--- src/pkg/npe_pkg.sv ---
// constants and types shared by the page ecc engine and its fifo
// assumes one 50 MHz clock for the whole engine
package npe_pkg;
    // ****************************************
    // page map
    // ****************************************
    localparam logic [11:0] NPE_SPARE_BASE = 12'h800;
    localparam logic [11:0] NPE_PAR_BASE = 12'h840;
    localparam logic [11:0] NPE_PAR_END = 12'h87F;
    localparam logic [9:0] NPE_SEG_BYTES = 10'h200;
    localparam logic [3:0] NPE_META_UNPROT = 4'h4;
    localparam logic [9:0] NPE_PROT_IDX_MAX = 10'h20B;
    localparam logic [5:0] NPE_PAR_CNT_LAST = 6'h3F;
    localparam logic [1:0] NPE_SEG_LAST = 2'h3;
    localparam logic [7:0] NPE_PAR_FILL = 8'hFF;
    // ****************************************
    // feature and status
    // ****************************************
    localparam logic [7:0] NPE_FEAT_WR_OP = 8'h1F;
    localparam logic NPE_ECC_EN_RST = 1'b1;
    localparam logic [1:0] NPE_STAT_OK = 2'h0;
    localparam logic [1:0] NPE_STAT_CORR = 2'h1;
    localparam logic [1:0] NPE_STAT_FAIL = 2'h2;
    // ****************************************
    // output fifo
    // ****************************************
    localparam int NPE_WORD_W = 21;
    localparam int NPE_FIFO_DEPTH = 32;
    typedef enum logic [1:0] {ST_IDLE, ST_LOAD, ST_PAR, ST_FIX} npe_state_t;
endpackage

--- src/pkg/npe_fifo_if.sv ---
// valid/ready carrier between the ecc engine and its output fifo
// assumes both ends run on the same clock
`timescale 1ns/1ns
interface npe_fifo_if #(parameter int W = 21);
    logic wr_valid;
    logic wr_ready;
    logic [W-1:0] wr_data;
    logic rd_valid;
    logic rd_ready;
    logic [W-1:0] rd_data;
    modport src (output wr_valid, output wr_data, input wr_ready);
    modport fifo (input wr_valid, input wr_data, output wr_ready,
                  output rd_valid, output rd_data, input rd_ready);
    modport snk (input rd_valid, input rd_data, output rd_ready);
endinterface

--- src/logic/npe_fifo.sv ---
// synchronous fifo with valid/ready on both sides
// assumes depth is a power of two
`timescale 1ns/1ns
module npe_fifo #(
    parameter int W = 21,
    parameter int D = 32
) (
    input wire logic i_clk,
    input wire logic i_rst,
    npe_fifo_if.fifo f
);
    localparam int AW = $clog2(D);
    logic [W-1:0] mem_ff [D];
    logic [AW-1:0] wp_ff;
    logic [AW-1:0] rp_ff;
    logic [AW:0] cnt_ff;
    logic push;
    logic pop;

    assign f.wr_ready = (cnt_ff != (AW+1)'(D));
    assign f.rd_valid = (cnt_ff != '0);
    assign f.rd_data = mem_ff[rp_ff];
    assign push = f.wr_valid & f.wr_ready;
    assign pop = f.rd_valid & f.rd_ready;

    always_ff @(posedge i_clk) begin
        if (push) begin
            mem_ff[wp_ff] <= f.wr_data;
        end
    end

    always_ff @(posedge i_clk or posedge i_rst) begin
        if (i_rst) begin
            wp_ff <= '0;
            rp_ff <= '0;
            cnt_ff <= '0;
        end else begin
            wp_ff <= wp_ff + (AW)'(push);
            rp_ff <= rp_ff + (AW)'(pop);
            cnt_ff <= cnt_ff + (AW+1)'(push) - (AW+1)'(pop);
        end
    end

    // ****************************************
    // checks
    // ****************************************
    // a full fifo must not move its write pointer, whatever the source offers
    property p_no_overflow;
        @(posedge i_clk) disable iff (i_rst)
            cnt_ff == (AW+1)'(D) |=> cnt_ff <= (AW+1)'(D) && wp_ff == $past(wp_ff);
    endproperty
    a_no_overflow: assert property (p_no_overflow) else $error("fifo accepts when full");
    c_fifo_full: cover property (@(posedge i_clk) disable iff (i_rst) !f.wr_ready);
endmodule

--- src/logic/npe_ecc.sv ---
// page ecc engine: parity on program, check and repair on read
// assumes all inputs come from logic on I_CLK; cache applies output words
//
// What this block does
// - ecc runs on page reads and programs when the enable bit is 1 and is bypassed when 0.
// - the enable bit is 1 after reset.
// - on program with ecc, parity is built over the 2k page before the array write.
// - on read with ecc, parity is rebuilt, compared to the stored one and single-bit errors fixed in cache.
// - with ecc, O_CACHE_OK rises after the last segment is checked, whether or not the fifo has drained to the cache.
// - after each checked read an ecc status tells success or failure.
// - with ecc, loads to 840H-87FH are dropped while reads still return stored parity.
// - each 16-byte spare segment has 4 unprotected then 12 protected bytes.
// - four 512-byte main segments each pair with a spare segment and a 16-byte parity block.
// - with ecc off every byte, parity area included, is programmable.
`timescale 1ns/1ns
module npe_ecc
    import npe_pkg::*;
(
    input wire logic I_CLK,
    input wire logic I_RST,
    input wire logic I_FEAT_WR,
    input wire logic [7:0] I_FEAT_OPCODE,
    input wire logic I_FEAT_ECC_EN,
    input wire logic I_CMD_START,
    input wire logic I_CMD_PROG,
    input wire logic I_IN_VALID,
    input wire logic I_IN_LAST,
    input wire logic [11:0] I_IN_ADDR,
    input wire logic [7:0] I_IN_DATA,
    output logic O_IN_READY,
    output logic O_OUT_VALID,
    output logic O_OUT_XOR,
    output logic [11:0] O_OUT_ADDR,
    output logic [7:0] O_OUT_DATA,
    input wire logic I_OUT_READY,
    output logic O_ECC_EN,
    output logic O_BUSY,
    output logic O_CACHE_OK,
    output logic O_ECC_DONE,
    output logic [1:0] O_ECC_STATUS
);
    npe_fifo_if #(.W(NPE_WORD_W)) f ();
    npe_state_t state_ff;
    logic ecc_en_ff, op_ecc_ff, op_prog_ff, cache_ok_ff, done_ff;
    logic [1:0] stat_ff, stat_acc_ff;
    logic [5:0] cnt_ff;
    logic [7:0] col_ff [4];
    logic [12:0] pos_ff [4];
    logic [7:0] st_col_ff [4];
    logic [12:0] st_pos_ff [4];
    logic in_main, in_meta, in_par, prot, drop, accept;
    logic [1:0] seg, fs;
    logic [9:0] idx, syn_idx;
    logic [7:0] syn_col, par_byte;
    logic [12:0] syn_pos;
    logic [31:0] col_all;
    logic fixable, clean, fix_step;
    logic [11:0] fix_addr;

    // one parity-weighted bit position per byte; locates a single flip
    function automatic logic [12:0] pos_term(input logic [9:0] ix, input logic [7:0] d);
        logic [2:0] b;
        logic p;
        b = '0;
        p = 1'b0;
        for (int i = 0; i < 8; i++) begin
            if (d[i]) begin
                b = b ^ 3'(i);
                p = ~p;
            end
        end
        return {p ? ix : 10'h000, b};
    endfunction

    // ****************************************
    // page map decode
    // ****************************************
    assign in_main = I_IN_ADDR < NPE_SPARE_BASE;
    assign in_meta = !in_main && I_IN_ADDR < NPE_PAR_BASE;
    assign in_par = I_IN_ADDR >= NPE_PAR_BASE && I_IN_ADDR <= NPE_PAR_END;
    assign seg = in_main ? I_IN_ADDR[10:9] : I_IN_ADDR[5:4];
    assign prot = in_main | (in_meta & (I_IN_ADDR[3:0] >= NPE_META_UNPROT));
    assign idx = in_main ? {1'b0, I_IN_ADDR[8:0]}
                         : NPE_SEG_BYTES + 10'(I_IN_ADDR[3:0] - NPE_META_UNPROT);
    assign drop = op_ecc_ff & op_prog_ff & in_par;
    assign O_IN_READY = (state_ff == ST_LOAD) & (f.wr_ready | drop);
    assign accept = I_IN_VALID & O_IN_READY;

    // ****************************************
    // repair decision for one segment
    // ****************************************
    assign fs = cnt_ff[1:0];
    assign syn_col = col_ff[fs] ^ st_col_ff[fs];
    assign syn_pos = pos_ff[fs] ^ st_pos_ff[fs];
    assign syn_idx = syn_pos[12:3];
    assign clean = (syn_col == 8'h00) && (syn_pos == 13'h0000);
    assign fixable = (syn_col == (8'h01 << syn_pos[2:0])) && (syn_idx <= NPE_PROT_IDX_MAX);
    assign fix_addr = (syn_idx < NPE_SEG_BYTES) ? {1'b0, fs, syn_idx[8:0]}
        : NPE_SPARE_BASE + {6'h00, fs, 4'h0} + 12'(syn_idx - NPE_SEG_BYTES)
          + 12'(NPE_META_UNPROT);
    assign fix_step = !fixable | f.wr_ready;

    always_comb begin
        case (cnt_ff[3:0])
            4'h0: par_byte = col_ff[cnt_ff[5:4]];
            4'h1: par_byte = pos_ff[cnt_ff[5:4]][7:0];
            4'h2: par_byte = {3'h0, pos_ff[cnt_ff[5:4]][12:8]};
            default: par_byte = NPE_PAR_FILL;
        endcase
    end

    // ****************************************
    // fifo feed
    // ****************************************
    always_comb begin
        case (state_ff)
            ST_LOAD: begin
                f.wr_valid = I_IN_VALID & !drop;
                f.wr_data = {1'b0, I_IN_ADDR, I_IN_DATA};
            end
            ST_PAR: begin
                f.wr_valid = 1'b1;
                f.wr_data = {1'b0, NPE_PAR_BASE + {6'h00, cnt_ff}, par_byte};
            end
            ST_FIX: begin
                f.wr_valid = fixable;
                f.wr_data = {1'b1, fix_addr, syn_col};
            end
            default: begin
                f.wr_valid = 1'b0;
                f.wr_data = '0;
            end
        endcase
    end

    npe_fifo #(.W(NPE_WORD_W), .D(NPE_FIFO_DEPTH)) u_fifo (
        .i_clk(I_CLK),
        .i_rst(I_RST),
        .f(f.fifo)
    );
    assign f.rd_ready = I_OUT_READY;
    assign O_OUT_VALID = f.rd_valid;
    assign {O_OUT_XOR, O_OUT_ADDR, O_OUT_DATA} = f.rd_data;

    // ****************************************
    // feature bit and command latch
    // ****************************************
    always_ff @(posedge I_CLK or posedge I_RST) begin
        if (I_RST) begin
            ecc_en_ff <= NPE_ECC_EN_RST;
        end else if (I_FEAT_WR && I_FEAT_OPCODE == NPE_FEAT_WR_OP) begin
            ecc_en_ff <= I_FEAT_ECC_EN;
        end
    end

    // sampled once per command so a feature write mid-page cannot split a page
    always_ff @(posedge I_CLK or posedge I_RST) begin
        if (I_RST) begin
            op_ecc_ff <= NPE_ECC_EN_RST;
            op_prog_ff <= 1'b0;
        end else if (state_ff == ST_IDLE && I_CMD_START) begin
            op_ecc_ff <= ecc_en_ff;
            op_prog_ff <= I_CMD_PROG;
        end
    end

    // ****************************************
    // sequence
    // ****************************************
    always_ff @(posedge I_CLK or posedge I_RST) begin
        if (I_RST) begin
            state_ff <= ST_IDLE;
            cnt_ff <= '0;
        end else begin
            case (state_ff)
                ST_IDLE: begin
                    cnt_ff <= '0;
                    if (I_CMD_START) begin
                        state_ff <= ST_LOAD;
                    end
                end
                ST_LOAD: begin
                    if (accept && I_IN_LAST) begin
                        state_ff <= !op_ecc_ff ? ST_IDLE : (op_prog_ff ? ST_PAR : ST_FIX);
                    end
                end
                ST_PAR: begin
                    if (f.wr_ready) begin
                        cnt_ff <= cnt_ff + 6'h01;
                        if (cnt_ff == NPE_PAR_CNT_LAST) begin
                            state_ff <= ST_IDLE;
                        end
                    end
                end
                ST_FIX: begin
                    if (fix_step) begin
                        cnt_ff <= cnt_ff + 6'h01;
                        if (fs == NPE_SEG_LAST) begin
                            state_ff <= ST_IDLE;
                        end
                    end
                end
                default: state_ff <= ST_IDLE;
            endcase
        end
    end

    // ****************************************
    // parity accumulation
    // ****************************************
    always_ff @(posedge I_CLK or posedge I_RST) begin
        if (I_RST) begin
            for (int s = 0; s < 4; s++) begin
                col_ff[s] <= 8'h00;
                pos_ff[s] <= 13'h0000;
                st_col_ff[s] <= 8'h00;
                st_pos_ff[s] <= 13'h0000;
            end
        end else if (state_ff == ST_IDLE && I_CMD_START) begin
            for (int s = 0; s < 4; s++) begin
                col_ff[s] <= 8'h00;
                pos_ff[s] <= 13'h0000;
                st_col_ff[s] <= 8'h00;
                st_pos_ff[s] <= 13'h0000;
            end
        end else if (accept && op_ecc_ff) begin
            if (prot) begin
                col_ff[seg] <= col_ff[seg] ^ I_IN_DATA;
                pos_ff[seg] <= pos_ff[seg] ^ pos_term(idx, I_IN_DATA);
            end else if (in_par && !op_prog_ff) begin
                case (I_IN_ADDR[3:0])
                    4'h0: st_col_ff[seg] <= I_IN_DATA;
                    4'h1: st_pos_ff[seg][7:0] <= I_IN_DATA;
                    4'h2: st_pos_ff[seg][12:8] <= I_IN_DATA[4:0];
                    default: st_col_ff[seg] <= st_col_ff[seg];
                endcase
            end
        end
    end

    // ****************************************
    // status
    // ****************************************
    always_ff @(posedge I_CLK or posedge I_RST) begin
        if (I_RST) begin
            stat_acc_ff <= NPE_STAT_OK;
            stat_ff <= NPE_STAT_OK;
            done_ff <= 1'b0;
            cache_ok_ff <= 1'b1;
        end else begin
            done_ff <= 1'b0;
            if (state_ff == ST_IDLE && I_CMD_START) begin
                stat_acc_ff <= NPE_STAT_OK;
                if (!I_CMD_PROG) begin
                    cache_ok_ff <= 1'b0;
                end
            end else if (state_ff == ST_LOAD && accept && I_IN_LAST && !op_ecc_ff) begin
                cache_ok_ff <= 1'b1;
            end else if (state_ff == ST_FIX && fix_step) begin
                if (!clean && !fixable) begin
                    stat_acc_ff <= NPE_STAT_FAIL;
                end else if (fixable && stat_acc_ff != NPE_STAT_FAIL) begin
                    stat_acc_ff <= NPE_STAT_CORR;
                end
                if (fs == NPE_SEG_LAST) begin
                    done_ff <= 1'b1;
                    cache_ok_ff <= 1'b1;
                    if (!clean && !fixable) begin
                        stat_ff <= NPE_STAT_FAIL;
                    end else if (fixable && stat_acc_ff != NPE_STAT_FAIL) begin
                        stat_ff <= NPE_STAT_CORR;
                    end else begin
                        stat_ff <= stat_acc_ff;
                    end
                end
            end
        end
    end

    assign O_ECC_EN = ecc_en_ff;
    assign O_BUSY = (state_ff != ST_IDLE);
    assign O_CACHE_OK = cache_ok_ff;
    assign O_ECC_DONE = done_ff;
    assign O_ECC_STATUS = stat_ff;

    // ****************************************
    // checks
    // ****************************************
    property p_rst_en;
        @(posedge I_CLK) disable iff (I_RST) $past(I_RST) |-> ecc_en_ff;
    endproperty
    a_rst_en: assert property (p_rst_en) else $error("ecc not enabled after reset");
    property p_latch;
        @(posedge I_CLK) disable iff (I_RST)
            state_ff == ST_IDLE && I_CMD_START |=> op_ecc_ff == $past(ecc_en_ff);
    endproperty
    a_latch: assert property (p_latch) else $error("command missed the enable bit");
    property p_bypass;
        @(posedge I_CLK) disable iff (I_RST)
            state_ff == ST_PAR || state_ff == ST_FIX |-> op_ecc_ff;
    endproperty
    a_bypass: assert property (p_bypass) else $error("ecc phase with ecc off");
    property p_drop;
        @(posedge I_CLK) disable iff (I_RST)
            accept && op_ecc_ff && op_prog_ff && in_par |-> !f.wr_valid;
    endproperty
    a_drop: assert property (p_drop) else $error("parity area load passed");
    property p_prog_par;
        @(posedge I_CLK) disable iff (I_RST)
            accept && I_IN_LAST && op_ecc_ff && op_prog_ff |=> state_ff == ST_PAR [*2];
    endproperty
    a_prog_par: assert property (p_prog_par) else $error("no parity after load");
    property p_par_end;
        @(posedge I_CLK) disable iff (I_RST)
            state_ff == ST_PAR && cnt_ff == NPE_PAR_CNT_LAST && f.wr_ready
            |=> state_ff == ST_IDLE;
    endproperty
    a_par_end: assert property (p_par_end) else $error("parity count wrong");
    property p_gate;
        @(posedge I_CLK) disable iff (I_RST) state_ff == ST_FIX |-> !O_CACHE_OK;
    endproperty
    a_gate: assert property (p_gate) else $error("cache open before repair");
    property p_done;
        @(posedge I_CLK) disable iff (I_RST)
            state_ff == ST_FIX && fs == NPE_SEG_LAST && fix_step |=> O_ECC_DONE && O_CACHE_OK;
    endproperty
    a_done: assert property (p_done) else $error("status not reported");
    // a stalled repair word must wait in place, not be skipped
    property p_fix;
        @(posedge I_CLK) disable iff (I_RST)
            state_ff == ST_FIX && fixable && !f.wr_ready
            |=> state_ff == ST_FIX && f.wr_valid && f.wr_data[20];
    endproperty
    a_fix: assert property (p_fix) else $error("repair word missing");
    assign col_all = {col_ff[3], col_ff[2], col_ff[1], col_ff[0]};
    property p_unprot;
        @(posedge I_CLK) disable iff (I_RST)
            accept && in_meta && I_IN_ADDR[3:0] < NPE_META_UNPROT |=> $stable(col_all);
    endproperty
    a_unprot: assert property (p_unprot) else $error("unprotected byte in parity");
    c_prog: cover property (@(posedge I_CLK) disable iff (I_RST) state_ff == ST_PAR);
    c_corr: cover property (@(posedge I_CLK) disable iff (I_RST)
        O_ECC_DONE && O_ECC_STATUS == NPE_STAT_CORR);
    c_fail: cover property (@(posedge I_CLK) disable iff (I_RST)
        O_ECC_DONE && O_ECC_STATUS == NPE_STAT_FAIL);
endmodule

--- config.mk ---
export PLATFORM = sky130hd
export DESIGN_NAME = npe_ecc
export DESIGN_NICKNAME = d
export VERILOG_FILES = /design/src/pkg/npe_pkg.sv /design/src/pkg/npe_fifo_if.sv /design/src/logic/npe_fifo.sv /design/src/logic/npe_ecc.sv
export SDC_FILE = /design/constraint.sdc
export NUM_CORES = 1
export LEC_CHECK = 0
export BUFFER_PORTS_ARGS = -buffer_cell sky130_fd_sc_hd__buf_2
export CORE_MARGIN = 2
export CORE_UTILIZATION = 35
export CTS_BUF_LIST = sky130_fd_sc_hd__clkbuf_4
export DETAILED_ROUTE_END_ITERATION = 12
export PLACE_DENSITY = 0.55
export SYNTH_ARGS = -nofsm -noshare
export SYNTH_HDL_FRONTEND = slang
export SYNTH_HIERARCHICAL = 1
export SYNTH_SLANG_ARGS = --single-unit
export TNS_END_PERCENT = 100
--- constraint.sdc ---
create_clock -name I_CLK -period 6.65 [get_ports I_CLK]
set_input_delay 0.665 -clock I_CLK [delete_from_list [all_inputs] [get_ports I_CLK]]
set_output_delay 0.665 -clock I_CLK [all_outputs]
set_load 0.01 [all_outputs]
==> flow_summary.ini <==
[status]
status = finished, final reports clean

[critical_path]
r2r_start = cnt_ff[0]
end_kind = register
worstSetupPathType = reg -> reg
r2r_end = u_fifo/mem_ff[9][11]
r2r_slack_ns = 1.20
crit_arrival_ns = 6.14
start_kind = register
critPathRequiredTime_ns = 7.34
crit_fanout = 29
r2r_cells = 17

[placed_design]
port_buffers = 65
dp_slack_ns = 1.21
dp_hpwl_microns = 66100
place_congestion = 0.869
dp.cells = 3816

[worst_hold_path]
hold_class = in -> reg
whs_endpoint = st_pos_ff[8]
hold_start = I_IN_DATA[0]
hold_depth = 3

[cts]
clk_latency_ns = 1.08
cts_buffers = 215
htree_levels = 4
clkSinkCount = 873
clockRootBuffer = clkbuf_4
clk_pin_slew_ns = 0.06
cts_tree = done
clock_path_buffers = 3
postCtsSetupBuffers = 0

[sta]
rsz0062_at_grt = false
timing.setup.tns_ns = 0
timing.fmax_ghz = 0.184
fin_skew_ns = 0.0881
hold_viol_final = 0
final.period_utilization_pct = 81.9
finalSetupViolCount = 0
setup_ws_ns = 1.20
report.final.slew_viol_count = 0
whs_ns = 0.106
layout_min_cycle_time_ns = 5.45
maxSlewHeadroom_pct = 9.02
worst_slew_pin_slew_ns = 1.35

[floorplan]
design.core.area_sq_um = 107000
num_rows = 120
pin_count = 66
start_util_pct = 35.4
die_area_sq_um = 111000
die_x_microns = 333
die_y_microns = 333

[power_and_ir_drop]
p_per_area_nw_per_um2 = 425
vdd_drop_max_mv = 0.268
sw_frac_of_total_pct = 37.3
p_leak_nw = 15.7
power.total_mw = 18.3
pwr-share-clk_pct = 24.7
switchingPower_mw = 6.84
power_frac_comb_pct = 33.8
power.internal_mw = 11.5
seqPwrFrac_pct = 41.5

[route]
via_count = 23100
dr.first_iter.drc_count = 2163
drt-vias-per-instance = 5.47
antenna_left = 0
drt-total-wl_microns = 107000
routedWlPerCell_microns = 25.2
dr.pass1.iters = 5
drc = 0

[synthesis]
synth_cell_types = 72
yosysWarningCount = 6
syn_area_sq_um = 38000
synth-edff-count = 672
async_flop_share_pct = 23.0
yosys_most_used_dff = edfxtp_1
synth-seq-cells = 873
netlist_instances = 2428
syn_area_per_cell_sq_um = 15.6
ys_seq_area_share_pct = 66.4
syn_nets = 2489

[final_layout]
layout_commonest_cell = edfxtp_1
finalNetCount = 2702
fin_cells = 4229
mostFrequentLayoutCells = 672 x edfxtp_1, 317 x clkbuf_4, 195 x dfrtp_1
synthToLayoutAreaGrowth_pct = 13.4
drive_gt1_share_pct = 25.7

[grt]
grt_pass1_wl_microns = 156000
grt_max_degree = 120
grtUsageTotal_pct = 19.0
grt_pass1_vias = 23400
antenna_found_initial = 3
gr-total-overflow = 0

[run]
maxCapViolations = 0
==> worst max-delay path by stage <==
| stage | startpoint | slack [ns] | to |
|---|---|---|---|
| finish | cnt_ff[0] | 1.20 | u_fifo/mem_ff[9][11] |
| detailed placement | cnt_ff[0] | 1.21 | u_fifo/mem_ff[25][1] |
| floorplan | I_RST | 0.96 | O_ECC_DONE |
| CTS | cnt_ff[0] | 1.17 | u_fifo/mem_ff[9][11] |
| global placement | cnt_ff[0] | 1.19 | u_fifo/mem_ff[25][1] |
| global route | cnt_ff[0] | 0.84 | u_fifo/mem_ff[17][4] |
==> critical path, stage by stage (launching register included) <==
cell and delay, ns:
dfrtp_1 0.36, buf_4 0.23, inv_4 0.42, mux2i_1 0.25
mux2i_1 0.18, inv_1 0.12, ha_1 0.17, nand2_1 0.06
o41ai_1 0.26, o221ai_1 0.23, a222oi_1 0.62, a31o_1 0.46
o21a_1 0.19, nand2_1 0.14, inv_1 0.17, nand3b_1 0.63
nor2_2 0.28, buf_4 0.33
==> synth_stat cells, types with 5 or more instances <==
cell | instances | area (sq um)
xnor2_1 | 60 | 526
buf_6 | 7 | 78.8
nor3b_1 | 6 | 45.0
and3_1 | 7 | 43.8
edfxtp_1 | 672 | 20200
a22oi_1 | 21 | 158
dfrtp_1 | 198 | 4950
a22o_1 | 40 | 350
o221ai_1 | 22 | 193
buf_4 | 15 | 113
nor3_1 | 6 | 30.0
a21oi_1 | 49 | 245
xor2_1 | 82 | 718
o31ai_1 | 6 | 45.0
mux4_2 | 165 | 3720
a211oi_1 | 43 | 323
a32o_1 | 8 | 80.1
inv_1 | 31 | 116
nor2b_1 | 5 | 31.3
buf_2 | 14 | 70.1
a41oi_1 | 8 | 70.1
nand2_1 | 184 | 691
nand2b_1 | 9 | 56.3
mux4_1 | 19 | 499
buf_1 | 8 | 30.0
o211ai_1 | 8 | 60.1
clkbuf_1 | 107 | 402
o22ai_1 | 25 | 156
mux2i_1 | 102 | 1020
nand3_1 | 119 | 596
and2_1 | 6 | 37.5
o21ai_1 | 10 | 50.1
nor2_1 | 83 | 312
nand3b_1 | 7 | 52.6
ha_1 | 23 | 288
o21ai_0 | 176 | 881
mux2_2 | 5 | 56.3
a31oi_1 | 13 | 81.3
==> registers in the layout (all words and copies together) (netlist names) <==
signal / flops
O_CACHE_OK: 1
O_ECC_DONE: 1
O_ECC_EN: 1
O_ECC_STATUS: 2
cnt_ff: 6
col_all: 32
op_ecc_ff: 1
op_prog_ff: 1
pos_ff: 52
st_col_ff: 32
st_pos_ff: 52
stat_acc_ff: 2
state_ff: 2
u_fifo/cnt_ff: 6
u_fifo/mem_ff: 672
u_fifo/rp_ff: 5
u_fifo/wp_ff: 5
==> timing repair <==
item	4_1_cts	5_1_grt
endpoints found under the hold margin	168	0
gates resized for setup	0	0
hold buffers	11	0
==> power by group through the flow <==
stage	Combinational [mW]	Clock, mW	Sequential [mW]
floorplan	3.96	0	7.39
global placement	6.17	0	7.71
CTS	6.26	4.67	7.62
global route	6.59	4.93	7.67
finish	6.19	4.53	7.61
detailed placement	6.25	0	7.73
==> metrics by stage <==
stage                     utilization [%]  instance area [sq um]
final                                40.1                  43100
after detailed placement             37.4                  40100
after CTS                            40.1                  43100
after global routing                 40.1                  43100
after floorplan                         -                  38000
after global placement               37.4                  40100
==> kinds of logic after synthesis <==
family                   count (synthesis)  share of synthesized area [%]
AO/OA/AOI/OAI                          456                           7.73
multiplexers                           293                           14.0
XOR/XNOR                               142                           3.27
adder cells (fa/ha/maj)                 24                          0.810
buffers and inverters                  189                           2.42
AND/OR/NAND/NOR                        451                           5.41
flip-flops                             873                           66.4
==> layout make-up <==
type | instances | area (sq um)
sequential | 873 | 25200
clock inverter | 81 | 450
antenna | 4 | 10.0
timing repair buffer | 152 | 1030
clock buffer | 317 | 2380
tap | 1403 | 1760
inverter | 33 | 139
fill | 9823 | 64300
multi-input combinational | 1366 | 12100
==> layer usage <==
layer	wire length (microns)	track usage, %	up-vias
li1	-	-	10100
met1	45700	25.6	12000
met2	52000	31.1	867
met3	6410	3.69	156
met4	2450	6.25	0
met5	0	0	-
Power figures use the tool's default switching activity.
